<file path="src/hw/pacg_pkg.sv">
// shared constants, types and decode function of the port a / port c pin block
package pacg_pkg;

  // ==========================================================================
  // widths
  localparam int ADDR_W = 9;
  localparam int DATA_W = 8;
  localparam int PA_W = 6;
  localparam int PC_W = 2;
  localparam int SPI_W = 4;

  // ==========================================================================
  // register offsets (byte addresses on the plain register port)
  localparam logic [ADDR_W-1:0] OFS_PORT_A_DATA = 9'h000;
  localparam logic [ADDR_W-1:0] OFS_RSVD_AFTER_A = 9'h001;
  localparam logic [ADDR_W-1:0] OFS_PORT_A_DIR = 9'h002;
  localparam logic [ADDR_W-1:0] OFS_RSVD_AFTER_DIR_A = 9'h003;
  localparam logic [ADDR_W-1:0] OFS_PORT_C_DATA = 9'h004;
  localparam logic [ADDR_W-1:0] OFS_PORT_C_DIR = 9'h006;

  // ==========================================================================
  // field layout and reset values
  localparam logic [DATA_W-1:0] PA_MASK = 8'h3f;
  localparam logic [DATA_W-1:0] PC_MASK = 8'h03;
  localparam logic [DATA_W-1:0] READ_ZERO = 8'h00;
  localparam logic [PA_W-1:0] PA_RESET = 6'h00;
  localparam logic [PC_W-1:0] PC_RESET = 2'h0;

  // port a pin positions of the spi signals
  localparam int PIN_SPI_SS = 3;
  localparam int PIN_SPI_SCK = 2;
  localparam int PIN_SPI_MOSI = 1;
  localparam int PIN_SPI_MISO = 0;

  // port c pin positions of the die link signals
  localparam int PIN_DL_INT = 1;
  localparam int PIN_DL_CLK = 0;

  // ==========================================================================
  // types
  typedef enum logic [2:0] {
    SEL_NONE,
    SEL_PA_DATA,
    SEL_PA_DIR,
    SEL_PC_DATA,
    SEL_PC_DIR
  } pacg_sel_t;

  // drive request of the spi module for port a pins 3..0
  typedef struct packed {
    logic [SPI_W-1:0] out;
    logic [SPI_W-1:0] oe;
  } pacg_spi_drive_t;

  // ==========================================================================
  // address decode; reserved and unknown addresses give SEL_NONE
  function automatic pacg_sel_t decode(input logic [ADDR_W-1:0] addr);
    pacg_sel_t sel;
    sel = SEL_NONE;
    case (addr)
      OFS_PORT_A_DATA: sel = SEL_PA_DATA;
      OFS_PORT_A_DIR: sel = SEL_PA_DIR;
      OFS_PORT_C_DATA: sel = SEL_PC_DATA;
      OFS_PORT_C_DIR: sel = SEL_PC_DIR;
      default: sel = SEL_NONE;
    endcase
    return sel;
  endfunction

endpackage

</file>
<file path="src/hw/pacg_pin_cell.sv">
// output driver of one shared pin: gpio or peripheral ownership
`timescale 1ns/1ps

module pacg_pin_cell (
  input wire logic ref_clk,
  input wire logic rst_n,
  input wire logic clk_en,
  input wire logic gpio_out,
  input wire logic gpio_dir,
  input wire logic alt_own,
  input wire logic alt_out,
  input wire logic alt_oe,
  output logic pad_out,
  output logic pad_oe
);

  logic out_reg;
  logic out_next;
  logic oe_reg;
  logic oe_next;

  // ==========================================================================
  // a peripheral that owns the pin sets its direction; the gpio direction
  // bit is not consulted then, and is not altered either
  always_comb begin
    out_next = out_reg;
    oe_next = oe_reg;
    if (clk_en) begin
      if (alt_own) begin
        out_next = alt_out;
        oe_next = alt_oe;
      end else begin
        out_next = gpio_out;
        oe_next = gpio_dir;
      end
    end
  end

  always_ff @(posedge ref_clk) begin
    if (!rst_n) begin
      out_reg <= 1'b0;
      oe_reg <= 1'b0;
    end else begin
      out_reg <= out_next;
      oe_reg <= oe_next;
    end
  end

  assign pad_out = out_reg;
  assign pad_oe = oe_reg;

endmodule

</file>
<file path="src/hw/pacg_sync.sv">
// two-flop synchroniser for one pin input
`timescale 1ns/1ps

module pacg_sync (
  input wire logic ref_clk,
  input wire logic rst_n,
  input wire logic clk_en,
  input wire logic d,
  output logic q
);

  logic meta_reg;
  logic meta_next;
  logic q_reg;
  logic q_next;

  // ==========================================================================
  // next state: the first stage feeds only the second stage
  always_comb begin
    meta_next = meta_reg;
    q_next = q_reg;
    if (clk_en) begin
      meta_next = d;
      q_next = meta_reg;
    end
  end

  always_ff @(posedge ref_clk) begin
    if (!rst_n) begin
      meta_reg <= 1'b0;
      q_reg <= 1'b0;
    end else begin
      meta_reg <= meta_next;
      q_reg <= q_next;
    end
  end

  assign q = q_reg;

endmodule

</file>
<file path="src/hw/pacg_top.sv">
// port a / port c gpio registers and pin sharing with spi and die link
//
// Overview of operation
// - read of a data register: latched bit if direction is 1, else synced pin
// - port a data bits 5..0 read/write anytime, bits 7..6 read zero, reset zero
// - port a pins 3..0 carry spi ss, sck, mosi, miso while spi uses them
// - spi sets port a pin direction while owning; direction bits stay unchanged
// - gpio port a: direction 1 drives the pin, 0 leaves it high-impedance input
// - reserved register after port a data reads zero, writes ignored
// - port c pin 1 is die link interrupt in, pin 0 its clock out when enabled
// - port c data bits 1..0 read/write anytime, bits 7..2 read zero, reset zero
// - die link sets port c direction when enabled; gpio direction 1 out, 0 in
`timescale 1ns/1ps

module pacg_top (
  input wire logic ref_clk,
  input wire logic rst_n,
  input wire logic clk_en,
  input wire logic [pacg_pkg::ADDR_W-1:0] reg_addr,
  input wire logic [pacg_pkg::DATA_W-1:0] reg_wdata,
  input wire logic reg_wr,
  input wire logic reg_rd,
  output logic [pacg_pkg::DATA_W-1:0] reg_rdata,
  input wire logic [pacg_pkg::PA_W-1:0] pa_pin_in,
  output logic [pacg_pkg::PA_W-1:0] pa_pin_out,
  output logic [pacg_pkg::PA_W-1:0] pa_pin_oe,
  input wire logic [pacg_pkg::PC_W-1:0] pc_pin_in,
  output logic [pacg_pkg::PC_W-1:0] pc_pin_out,
  output logic [pacg_pkg::PC_W-1:0] pc_pin_oe,
  input wire logic [pacg_pkg::SPI_W-1:0] spi_own,
  input wire pacg_pkg::pacg_spi_drive_t spi_drive,
  output logic [pacg_pkg::SPI_W-1:0] spi_pin_sync,
  input wire logic die_link_enable,
  input wire logic die_link_clock_out,
  output logic die_link_interrupt_in
);

  // ==========================================================================
  // register state
  logic [pacg_pkg::PA_W-1:0] pa_data_reg;
  logic [pacg_pkg::PA_W-1:0] pa_data_next;
  logic [pacg_pkg::PA_W-1:0] pa_dir_reg;
  logic [pacg_pkg::PA_W-1:0] pa_dir_next;
  logic [pacg_pkg::PC_W-1:0] pc_data_reg;
  logic [pacg_pkg::PC_W-1:0] pc_data_next;
  logic [pacg_pkg::PC_W-1:0] pc_dir_reg;
  logic [pacg_pkg::PC_W-1:0] pc_dir_next;
  logic [pacg_pkg::DATA_W-1:0] rdata_reg;
  logic [pacg_pkg::DATA_W-1:0] rdata_next;
  logic [pacg_pkg::SPI_W-1:0] spi_in_reg;
  logic [pacg_pkg::SPI_W-1:0] spi_in_next;
  logic dl_int_reg;
  logic dl_int_next;

  // synchronised pin levels
  logic [pacg_pkg::PA_W-1:0] pa_sync;
  logic [pacg_pkg::PC_W-1:0] pc_sync;

  // peripheral ownership and drive per pin
  logic [pacg_pkg::PA_W-1:0] pa_alt_own;
  logic [pacg_pkg::PA_W-1:0] pa_alt_out;
  logic [pacg_pkg::PA_W-1:0] pa_alt_oe;
  logic [pacg_pkg::PC_W-1:0] pc_alt_own;
  logic [pacg_pkg::PC_W-1:0] pc_alt_out;
  logic [pacg_pkg::PC_W-1:0] pc_alt_oe;

  pacg_pkg::pacg_sel_t wr_sel;
  pacg_pkg::pacg_sel_t rd_sel;

  // read-back words of the four mapped registers, upper bits already zero
  logic [pacg_pkg::DATA_W-1:0] pa_data_word;
  logic [pacg_pkg::DATA_W-1:0] pa_dir_word;
  logic [pacg_pkg::DATA_W-1:0] pc_data_word;
  logic [pacg_pkg::DATA_W-1:0] pc_dir_word;

  // ==========================================================================
  // read-back of a data register, per pin: output pins show the latch,
  // input pins show the synchronised level
  function automatic logic [pacg_pkg::DATA_W-1:0] readback(
    input logic [pacg_pkg::DATA_W-1:0] latch,
    input logic [pacg_pkg::DATA_W-1:0] dir,
    input logic [pacg_pkg::DATA_W-1:0] pin,
    input logic [pacg_pkg::DATA_W-1:0] mask
  );
    logic [pacg_pkg::DATA_W-1:0] v;
    v = (latch & dir) | (pin & ~dir);
    return v & mask;
  endfunction

  // zero-extend a narrow field to the data width
  function automatic logic [pacg_pkg::DATA_W-1:0] widen_a(
    input logic [pacg_pkg::PA_W-1:0] f
  );
    return {{(pacg_pkg::DATA_W-pacg_pkg::PA_W){1'b0}}, f};
  endfunction

  function automatic logic [pacg_pkg::DATA_W-1:0] widen_c(
    input logic [pacg_pkg::PC_W-1:0] f
  );
    return {{(pacg_pkg::DATA_W-pacg_pkg::PC_W){1'b0}}, f};
  endfunction

  // ==========================================================================
  // input synchronisers, shared by read-back and peripherals
  for (genvar i = 0; i < pacg_pkg::PA_W; i++) begin : g_pa_sync
    pacg_sync u_sync (
      .ref_clk(ref_clk),
      .rst_n(rst_n),
      .clk_en(clk_en),
      .d(pa_pin_in[i]),
      .q(pa_sync[i])
    );
  end

  for (genvar i = 0; i < pacg_pkg::PC_W; i++) begin : g_pc_sync
    pacg_sync u_sync (
      .ref_clk(ref_clk),
      .rst_n(rst_n),
      .clk_en(clk_en),
      .d(pc_pin_in[i]),
      .q(pc_sync[i])
    );
  end

  // ==========================================================================
  // pin ownership: spi on port a 3..0, die link on port c 1..0
  always_comb begin
    pa_alt_own = '0;
    pa_alt_out = '0;
    pa_alt_oe = '0;
    pa_alt_own[pacg_pkg::SPI_W-1:0] = spi_own;
    pa_alt_out[pacg_pkg::SPI_W-1:0] = spi_drive.out;
    pa_alt_oe[pacg_pkg::SPI_W-1:0] = spi_drive.oe;
  end

  // the die link takes both port c pins at once; there is no per-pin split
  always_comb begin
    pc_alt_own = {pacg_pkg::PC_W{die_link_enable}};
    pc_alt_out = '0;
    pc_alt_oe = '0;
    // clock pin is always driven by the link; interrupt pin only listens
    pc_alt_out[pacg_pkg::PIN_DL_CLK] = die_link_clock_out;
    pc_alt_oe[pacg_pkg::PIN_DL_CLK] = 1'b1;
    pc_alt_oe[pacg_pkg::PIN_DL_INT] = 1'b0;
  end

  // ==========================================================================
  // pin drivers; outputs are registered inside each cell
  for (genvar i = 0; i < pacg_pkg::PA_W; i++) begin : g_pa_cell
    pacg_pin_cell u_cell (
      .ref_clk(ref_clk),
      .rst_n(rst_n),
      .clk_en(clk_en),
      .gpio_out(pa_data_reg[i]),
      .gpio_dir(pa_dir_reg[i]),
      .alt_own(pa_alt_own[i]),
      .alt_out(pa_alt_out[i]),
      .alt_oe(pa_alt_oe[i]),
      .pad_out(pa_pin_out[i]),
      .pad_oe(pa_pin_oe[i])
    );
  end

  for (genvar i = 0; i < pacg_pkg::PC_W; i++) begin : g_pc_cell
    pacg_pin_cell u_cell (
      .ref_clk(ref_clk),
      .rst_n(rst_n),
      .clk_en(clk_en),
      .gpio_out(pc_data_reg[i]),
      .gpio_dir(pc_dir_reg[i]),
      .alt_own(pc_alt_own[i]),
      .alt_out(pc_alt_out[i]),
      .alt_oe(pc_alt_oe[i]),
      .pad_out(pc_pin_out[i]),
      .pad_oe(pc_pin_oe[i])
    );
  end

  // ==========================================================================
  // register writes; peripheral ownership never touches the direction bits,
  // so software sees its own setting back once the peripheral lets go
  always_comb begin
    wr_sel = pacg_pkg::decode(reg_addr);
    pa_data_next = pa_data_reg;
    pa_dir_next = pa_dir_reg;
    pc_data_next = pc_data_reg;
    pc_dir_next = pc_dir_reg;
    if (clk_en && reg_wr) begin
      case (wr_sel)
        pacg_pkg::SEL_PA_DATA: begin
          pa_data_next = reg_wdata[pacg_pkg::PA_W-1:0];
        end
        pacg_pkg::SEL_PA_DIR: begin
          pa_dir_next = reg_wdata[pacg_pkg::PA_W-1:0];
        end
        pacg_pkg::SEL_PC_DATA: begin
          pc_data_next = reg_wdata[pacg_pkg::PC_W-1:0];
        end
        pacg_pkg::SEL_PC_DIR: begin
          pc_dir_next = reg_wdata[pacg_pkg::PC_W-1:0];
        end
        default: begin
          // reserved and unmapped addresses: write dropped, no side effect
        end
      endcase
    end
  end

  // ==========================================================================
  // read-back words; the synchronised level is used, never the raw pin, so a
  // pin moving near the edge cannot put a metastable bit on the bus
  always_comb begin
    pa_data_word = readback(widen_a(pa_data_reg), widen_a(pa_dir_reg),
                            widen_a(pa_sync), pacg_pkg::PA_MASK);
    pa_dir_word = widen_a(pa_dir_reg) & pacg_pkg::PA_MASK;
    pc_data_word = readback(widen_c(pc_data_reg), widen_c(pc_dir_reg),
                            widen_c(pc_sync), pacg_pkg::PC_MASK);
    pc_dir_word = widen_c(pc_dir_reg) & pacg_pkg::PC_MASK;
  end

  // ==========================================================================
  // register reads: data valid from the edge after the read strobe until the next enabled edge
  always_comb begin
    rd_sel = pacg_pkg::decode(reg_addr);
    rdata_next = rdata_reg;
    if (clk_en) begin
      rdata_next = pacg_pkg::READ_ZERO;
      if (reg_rd) begin
        case (rd_sel)
          pacg_pkg::SEL_PA_DATA: begin
            rdata_next = pa_data_word;
          end
          pacg_pkg::SEL_PA_DIR: begin
            rdata_next = pa_dir_word;
          end
          pacg_pkg::SEL_PC_DATA: begin
            rdata_next = pc_data_word;
          end
          pacg_pkg::SEL_PC_DIR: begin
            rdata_next = pc_dir_word;
          end
          default: begin
            rdata_next = pacg_pkg::READ_ZERO;
          end
        endcase
      end
    end
  end

  // ==========================================================================
  // synchronised levels handed to the peripherals, registered so that the
  // outputs stay glitch free; costs one cycle of latency
  // unowned pins read zero, so a gpio toggle cannot reach a peripheral input
  always_comb begin
    spi_in_next = spi_in_reg;
    dl_int_next = dl_int_reg;
    if (clk_en) begin
      spi_in_next = pa_sync[pacg_pkg::SPI_W-1:0] & spi_own;
      dl_int_next = die_link_enable & pc_sync[pacg_pkg::PIN_DL_INT];
    end
  end

  // ==========================================================================
  // state registers, one block per group of state
  always_ff @(posedge ref_clk) begin
    if (!rst_n) begin
      pa_data_reg <= pacg_pkg::PA_RESET;
      pa_dir_reg <= pacg_pkg::PA_RESET;
      pc_data_reg <= pacg_pkg::PC_RESET;
      pc_dir_reg <= pacg_pkg::PC_RESET;
    end else begin
      pa_data_reg <= pa_data_next;
      pa_dir_reg <= pa_dir_next;
      pc_data_reg <= pc_data_next;
      pc_dir_reg <= pc_dir_next;
    end
  end

  // read data falls back to zero at the next enabled edge, so reset and idle agree
  always_ff @(posedge ref_clk) begin
    if (!rst_n) begin
      rdata_reg <= pacg_pkg::READ_ZERO;
    end else begin
      rdata_reg <= rdata_next;
    end
  end

  always_ff @(posedge ref_clk) begin
    if (!rst_n) begin
      spi_in_reg <= '0;
      dl_int_reg <= 1'b0;
    end else begin
      spi_in_reg <= spi_in_next;
      dl_int_reg <= dl_int_next;
    end
  end

  assign reg_rdata = rdata_reg;
  assign spi_pin_sync = spi_in_reg;
  assign die_link_interrupt_in = dl_int_reg;

endmodule

</file>
<file path="config.mk">
export PLATFORM = sky130hd
export DESIGN_NAME = pacg_top
export DESIGN_NICKNAME = d
export VERILOG_FILES = /design/src/hw/pacg_pkg.sv /design/src/hw/pacg_pin_cell.sv /design/src/hw/pacg_sync.sv /design/src/hw/pacg_top.sv
export SDC_FILE = /design/constraint.sdc
export NUM_CORES = 1
export LEC_CHECK = 0
export BUFFER_PORTS_ARGS = -buffer_cell sky130_fd_sc_hd__buf_4
export CORE_MARGIN = 1
export CORE_UTILIZATION = 25
export CTS_BUF_LIST = sky130_fd_sc_hd__clkbuf_8
export DETAILED_ROUTE_END_ITERATION = 10
export GPL_ROUTABILITY_DRIVEN = 0
export MAX_ROUTING_LAYER = met4
export PLACE_DENSITY_LB_ADDON = 0.08
export SETUP_SLACK_MARGIN = 0.05
export SLEW_MARGIN = 20
export SYNTH_ARGS = -nofsm -noshare
export SYNTH_HDL_FRONTEND = slang
export SYNTH_SLANG_ARGS = --single-unit
</file>
<file path="constraint.sdc">
create_clock -name ref_clk -period 2.07 [get_ports ref_clk]
set_input_delay 0.5175 -clock ref_clk [delete_from_list [all_inputs] [get_ports ref_clk]]
set_output_delay 0.5175 -clock ref_clk [all_outputs]
set_load 0.1 [all_outputs]
</file>
==> flow_summary.json <==
{
  "antenna_left": 0,
  "cts-root-buf": "clkbuf_8",
  "yosys_warnings": 0,
  "worst_slack_ns": 0.5163,
  "clk_pin_slew_ns": 0.07,
  "grt_use_total_pct": 13.25,
  "grt_pass1_wl_um": 10760,
  "synth-compound-area-share_pct": 11.41,
  "start_kind": "input port",
  "drtIter0Drc": 71,
  "layout_commonest_cell": "buf_4",
  "grt_pass1_vias": 1975,
  "clock_latency_ns": 0.34,
  "cp_max_fo": 4,
  "p_leak_uw": 0.001572,
  "gr-usage-met1_pct": 19.07,
  "p_switching_uw": 680.3,
  "synthAdderAreaFrac_pct": 0,
  "crit_slowest_cell": "or4_4",
  "core_um2": 10280,
  "overflow": 0,
  "ys_seq_area_share_pct": 44.87,
  "slew_viol_final": 0,
  "path_class": "input port to register",
  "cp-end-kind": "register",
  "cp.required_ns": 2.35,
  "holdBufCountCts": 0,
  "final_cell_mix": "74 x buf_4, 59 x dfxtp_1, 45 x mux2i_1",
  "fin_nets": 369,
  "globalRoute.busiestLayer": "met1",
  "postCtsSetupBuffers": 0,
  "ctsResizeCount": 0,
  "critical_path_depth": 4,
  "die_h_um": 104.6,
  "rsz0062_at_grt": "false",
  "use_met2_pct": 16.98,
  "rows": 37,
  "status": "complete, no violations",
  "whs_endpoint": "g_pa_sync[1].u_sync.meta_reg$_SDFFE_PN0P_",
  "syn_avg_cell_area_um2": 9.678,
  "netlist_area_um2": 2633,
  "placed_area_um2": 3167,
  "cpPeakStageDelay_ns": 0.56,
  "synth-async-reset-ratio_pct": 0,
  "die_area_um2": 10940,
  "r2r_end": "reg_rdata[0]$_SDFFE_PN0P_",
  "antenna_cells": 0,
  "synthDistinctLibCells": 30,
  "fillers": 1096,
  "synthXorXnorAreaFrac_pct": 0,
  "reg2reg_from": "g_pa_sync[0].u_sync.q$_SDFFE_PN0P_",
  "holdWs_ns": 0.4296,
  "die_x_um": 104.6,
  "power_frac_comb_pct": 13.1,
  "p_clk_share_pct": 41.7,
  "drive_gt1_share_pct": 28.35,
  "start_util_pct": 25.61,
  "numCtsBuffers": 9,
  "peakVddDrop_uv": 255.4,
  "antenna_found_initial": 0,
  "port_buffers": 68,
  "hold_viol": 0,
  "p_total_uw": 2608,
  "firstDrtPassIters": 4,
  "multi_input_area_um2": 1234,
  "drc": 0,
  "finalCriticalPeriod_ns": 1.554,
  "skew_ns": 0.009894,
  "drv_cap": 0,
  "crit_chain": "buf_4 > or4_4 > nor4_2 > a22o_1",
  "synth_ff_type": "dfxtp_1",
  "sw_frac_of_total_pct": 26.08,
  "r2r_setup_slack_ns": 0.92,
  "p_int_uw": 1928,
  "via_count": 1978,
  "grt_use_met3_pct": 3.556,
  "regArea_um2": 1181,
  "hold_start": "pa_pin_in[1]",
  "clock-sinks": 59,
  "hold_class": "input port to register",
  "cts_tree": "yes",
  "pre_cts_ws_ns": 0.1692,
  "fin_tns_setup_ns": 0,
  "vias_per_cell": 4.263,
  "routedWlPerCell_um": 14.41,
  "fmax_ghz": 0.6436,
  "dp_hpwl_um": 4921,
  "cp_top_family": "simple AND/OR/NAND/NOR gates",
  "h-tree-depth": 3,
  "syn_inst": 272,
  "synth_seq_cells": 59,
  "synth_top_family_by_area": "simple AND/OR/NAND/NOR gates",
  "synth_edf_count": 0,
  "ctsLongestPathBuffers": 2,
  "post-route-period-util_pct": 75.06,
  "power_density_nw_per_um2": 774.6,
  "worstPathBufferInverterCount": 1,
  "final_area_um2": 3367,
  "critPathArrivalTime_ns": 1.83,
  "ff2ff_path_depth": 3,
  "io_pins": 73,
  "area_growth_pct": 27.90,
  "seqPwrFrac_pct": 45.2,
  "synth_mux_area_share_pct": 17.11,
  "grt_max_degree": 25,
  "worstHoldPathCells": 3,
  "setup_viol": 0,
  "routed_wl_um": 6684,
  "synthSimpleGateAreaFrac_pct": 18.06
}
==> cells by family after synthesis <==
group                  after synthesis
AO/OA/AOI/OAI                       40
buffers and inverters               40
flip-flops                          59
multiplexers                        45
other                                1
AND/OR/NAND/NOR                     87
==> through the flow <==
| step | utilization [%] | instances |
|---|---|---|
| detailed placement | 30.81 | 450 |
| finish | 32.76 | 464 |
| floorplan | - | 273 |
| CTS | 32.76 | 464 |
| global route | 32.76 | 464 |
| global placement | 30.81 | 450 |
==> synth_stat cells (4+ instances only) <==
master / count / share of area [%]
a22o_1: 4 / 1.3
nand2_1: 33 / 4.7
dfxtp_1: 59 / 45
mux2i_1: 45 / 17
buf_4: 18 / 5.1
a21boi_0: 5 / 1.4
inv_1: 7 / 1.0
o21ai_0: 13 / 2.5
clkbuf_1: 9 / 1.3
nand3_1: 6 / 1.1
o211a_1: 9 / 3.4
o311ai_0: 4 / 1.3
nor2b_1: 23 / 5.5
nand2b_1: 9 / 2.1
==> routing by layer <==
layer / wire (um) / share of wire, % / vias to the layer above
li1: - / - / 1031
met1: 3580 / 54 / 878
met2: 2665 / 40 / 59
met3: 312 / 4.7 / 10
met4: 126 / 1.9 / 0
met5: 0 / 0 / -
==> power by group through the flow <==
| stage | Clock [uW] | Combinational (uW) | Sequential [uW] |
|---|---|---|---|
| global placement | 0 | 345 | 1200 |
| detailed placement | 0 | 345 | 1200 |
| global route | 1170 | 365 | 1180 |
| floorplan | 0 | 238 | 1210 |
| CTS | 1120 | 346 | 1180 |
| finish | 1090 | 342 | 1180 |
==> layout make-up <==
type,instances,share of cell area [%]
Multi-Input combinational cell,174,36.64
Sequential cell,59,35.08
Timing Repair Buffer,74,16.50
Tap cell,136,5.054
Clock buffer,12,4.905
Clock inverter,2,1.041
Inverter,7,0.7804
==> worst min-delay path, stage by stage <==
cell and delay [ns]:
buf_4 0.08, mux2i_1 0.05, nor2b_1 0.09
==> worst max path at each step <==
stage                                   start  slack [ns]                         end
floorplan                         reg_addr[4]        0.38  pc_dir_reg[0]$_SDFFE_PN0P_
finish                            reg_addr[4]        0.52   reg_rdata[2]$_SDFFE_PN0P_
CTS                 reg_rdata[0]$_SDFFE_PN0P_        0.52                reg_rdata[0]
global route        reg_rdata[0]$_SDFFE_PN0P_        0.50                reg_rdata[0]
detailed placement                reg_addr[4]        0.17   reg_rdata[2]$_SDFFE_PN0P_
global placement                  reg_addr[4]        0.17   reg_rdata[3]$_SDFFE_PN0P_
Note: power is estimated with default switching activity, not from simulation.
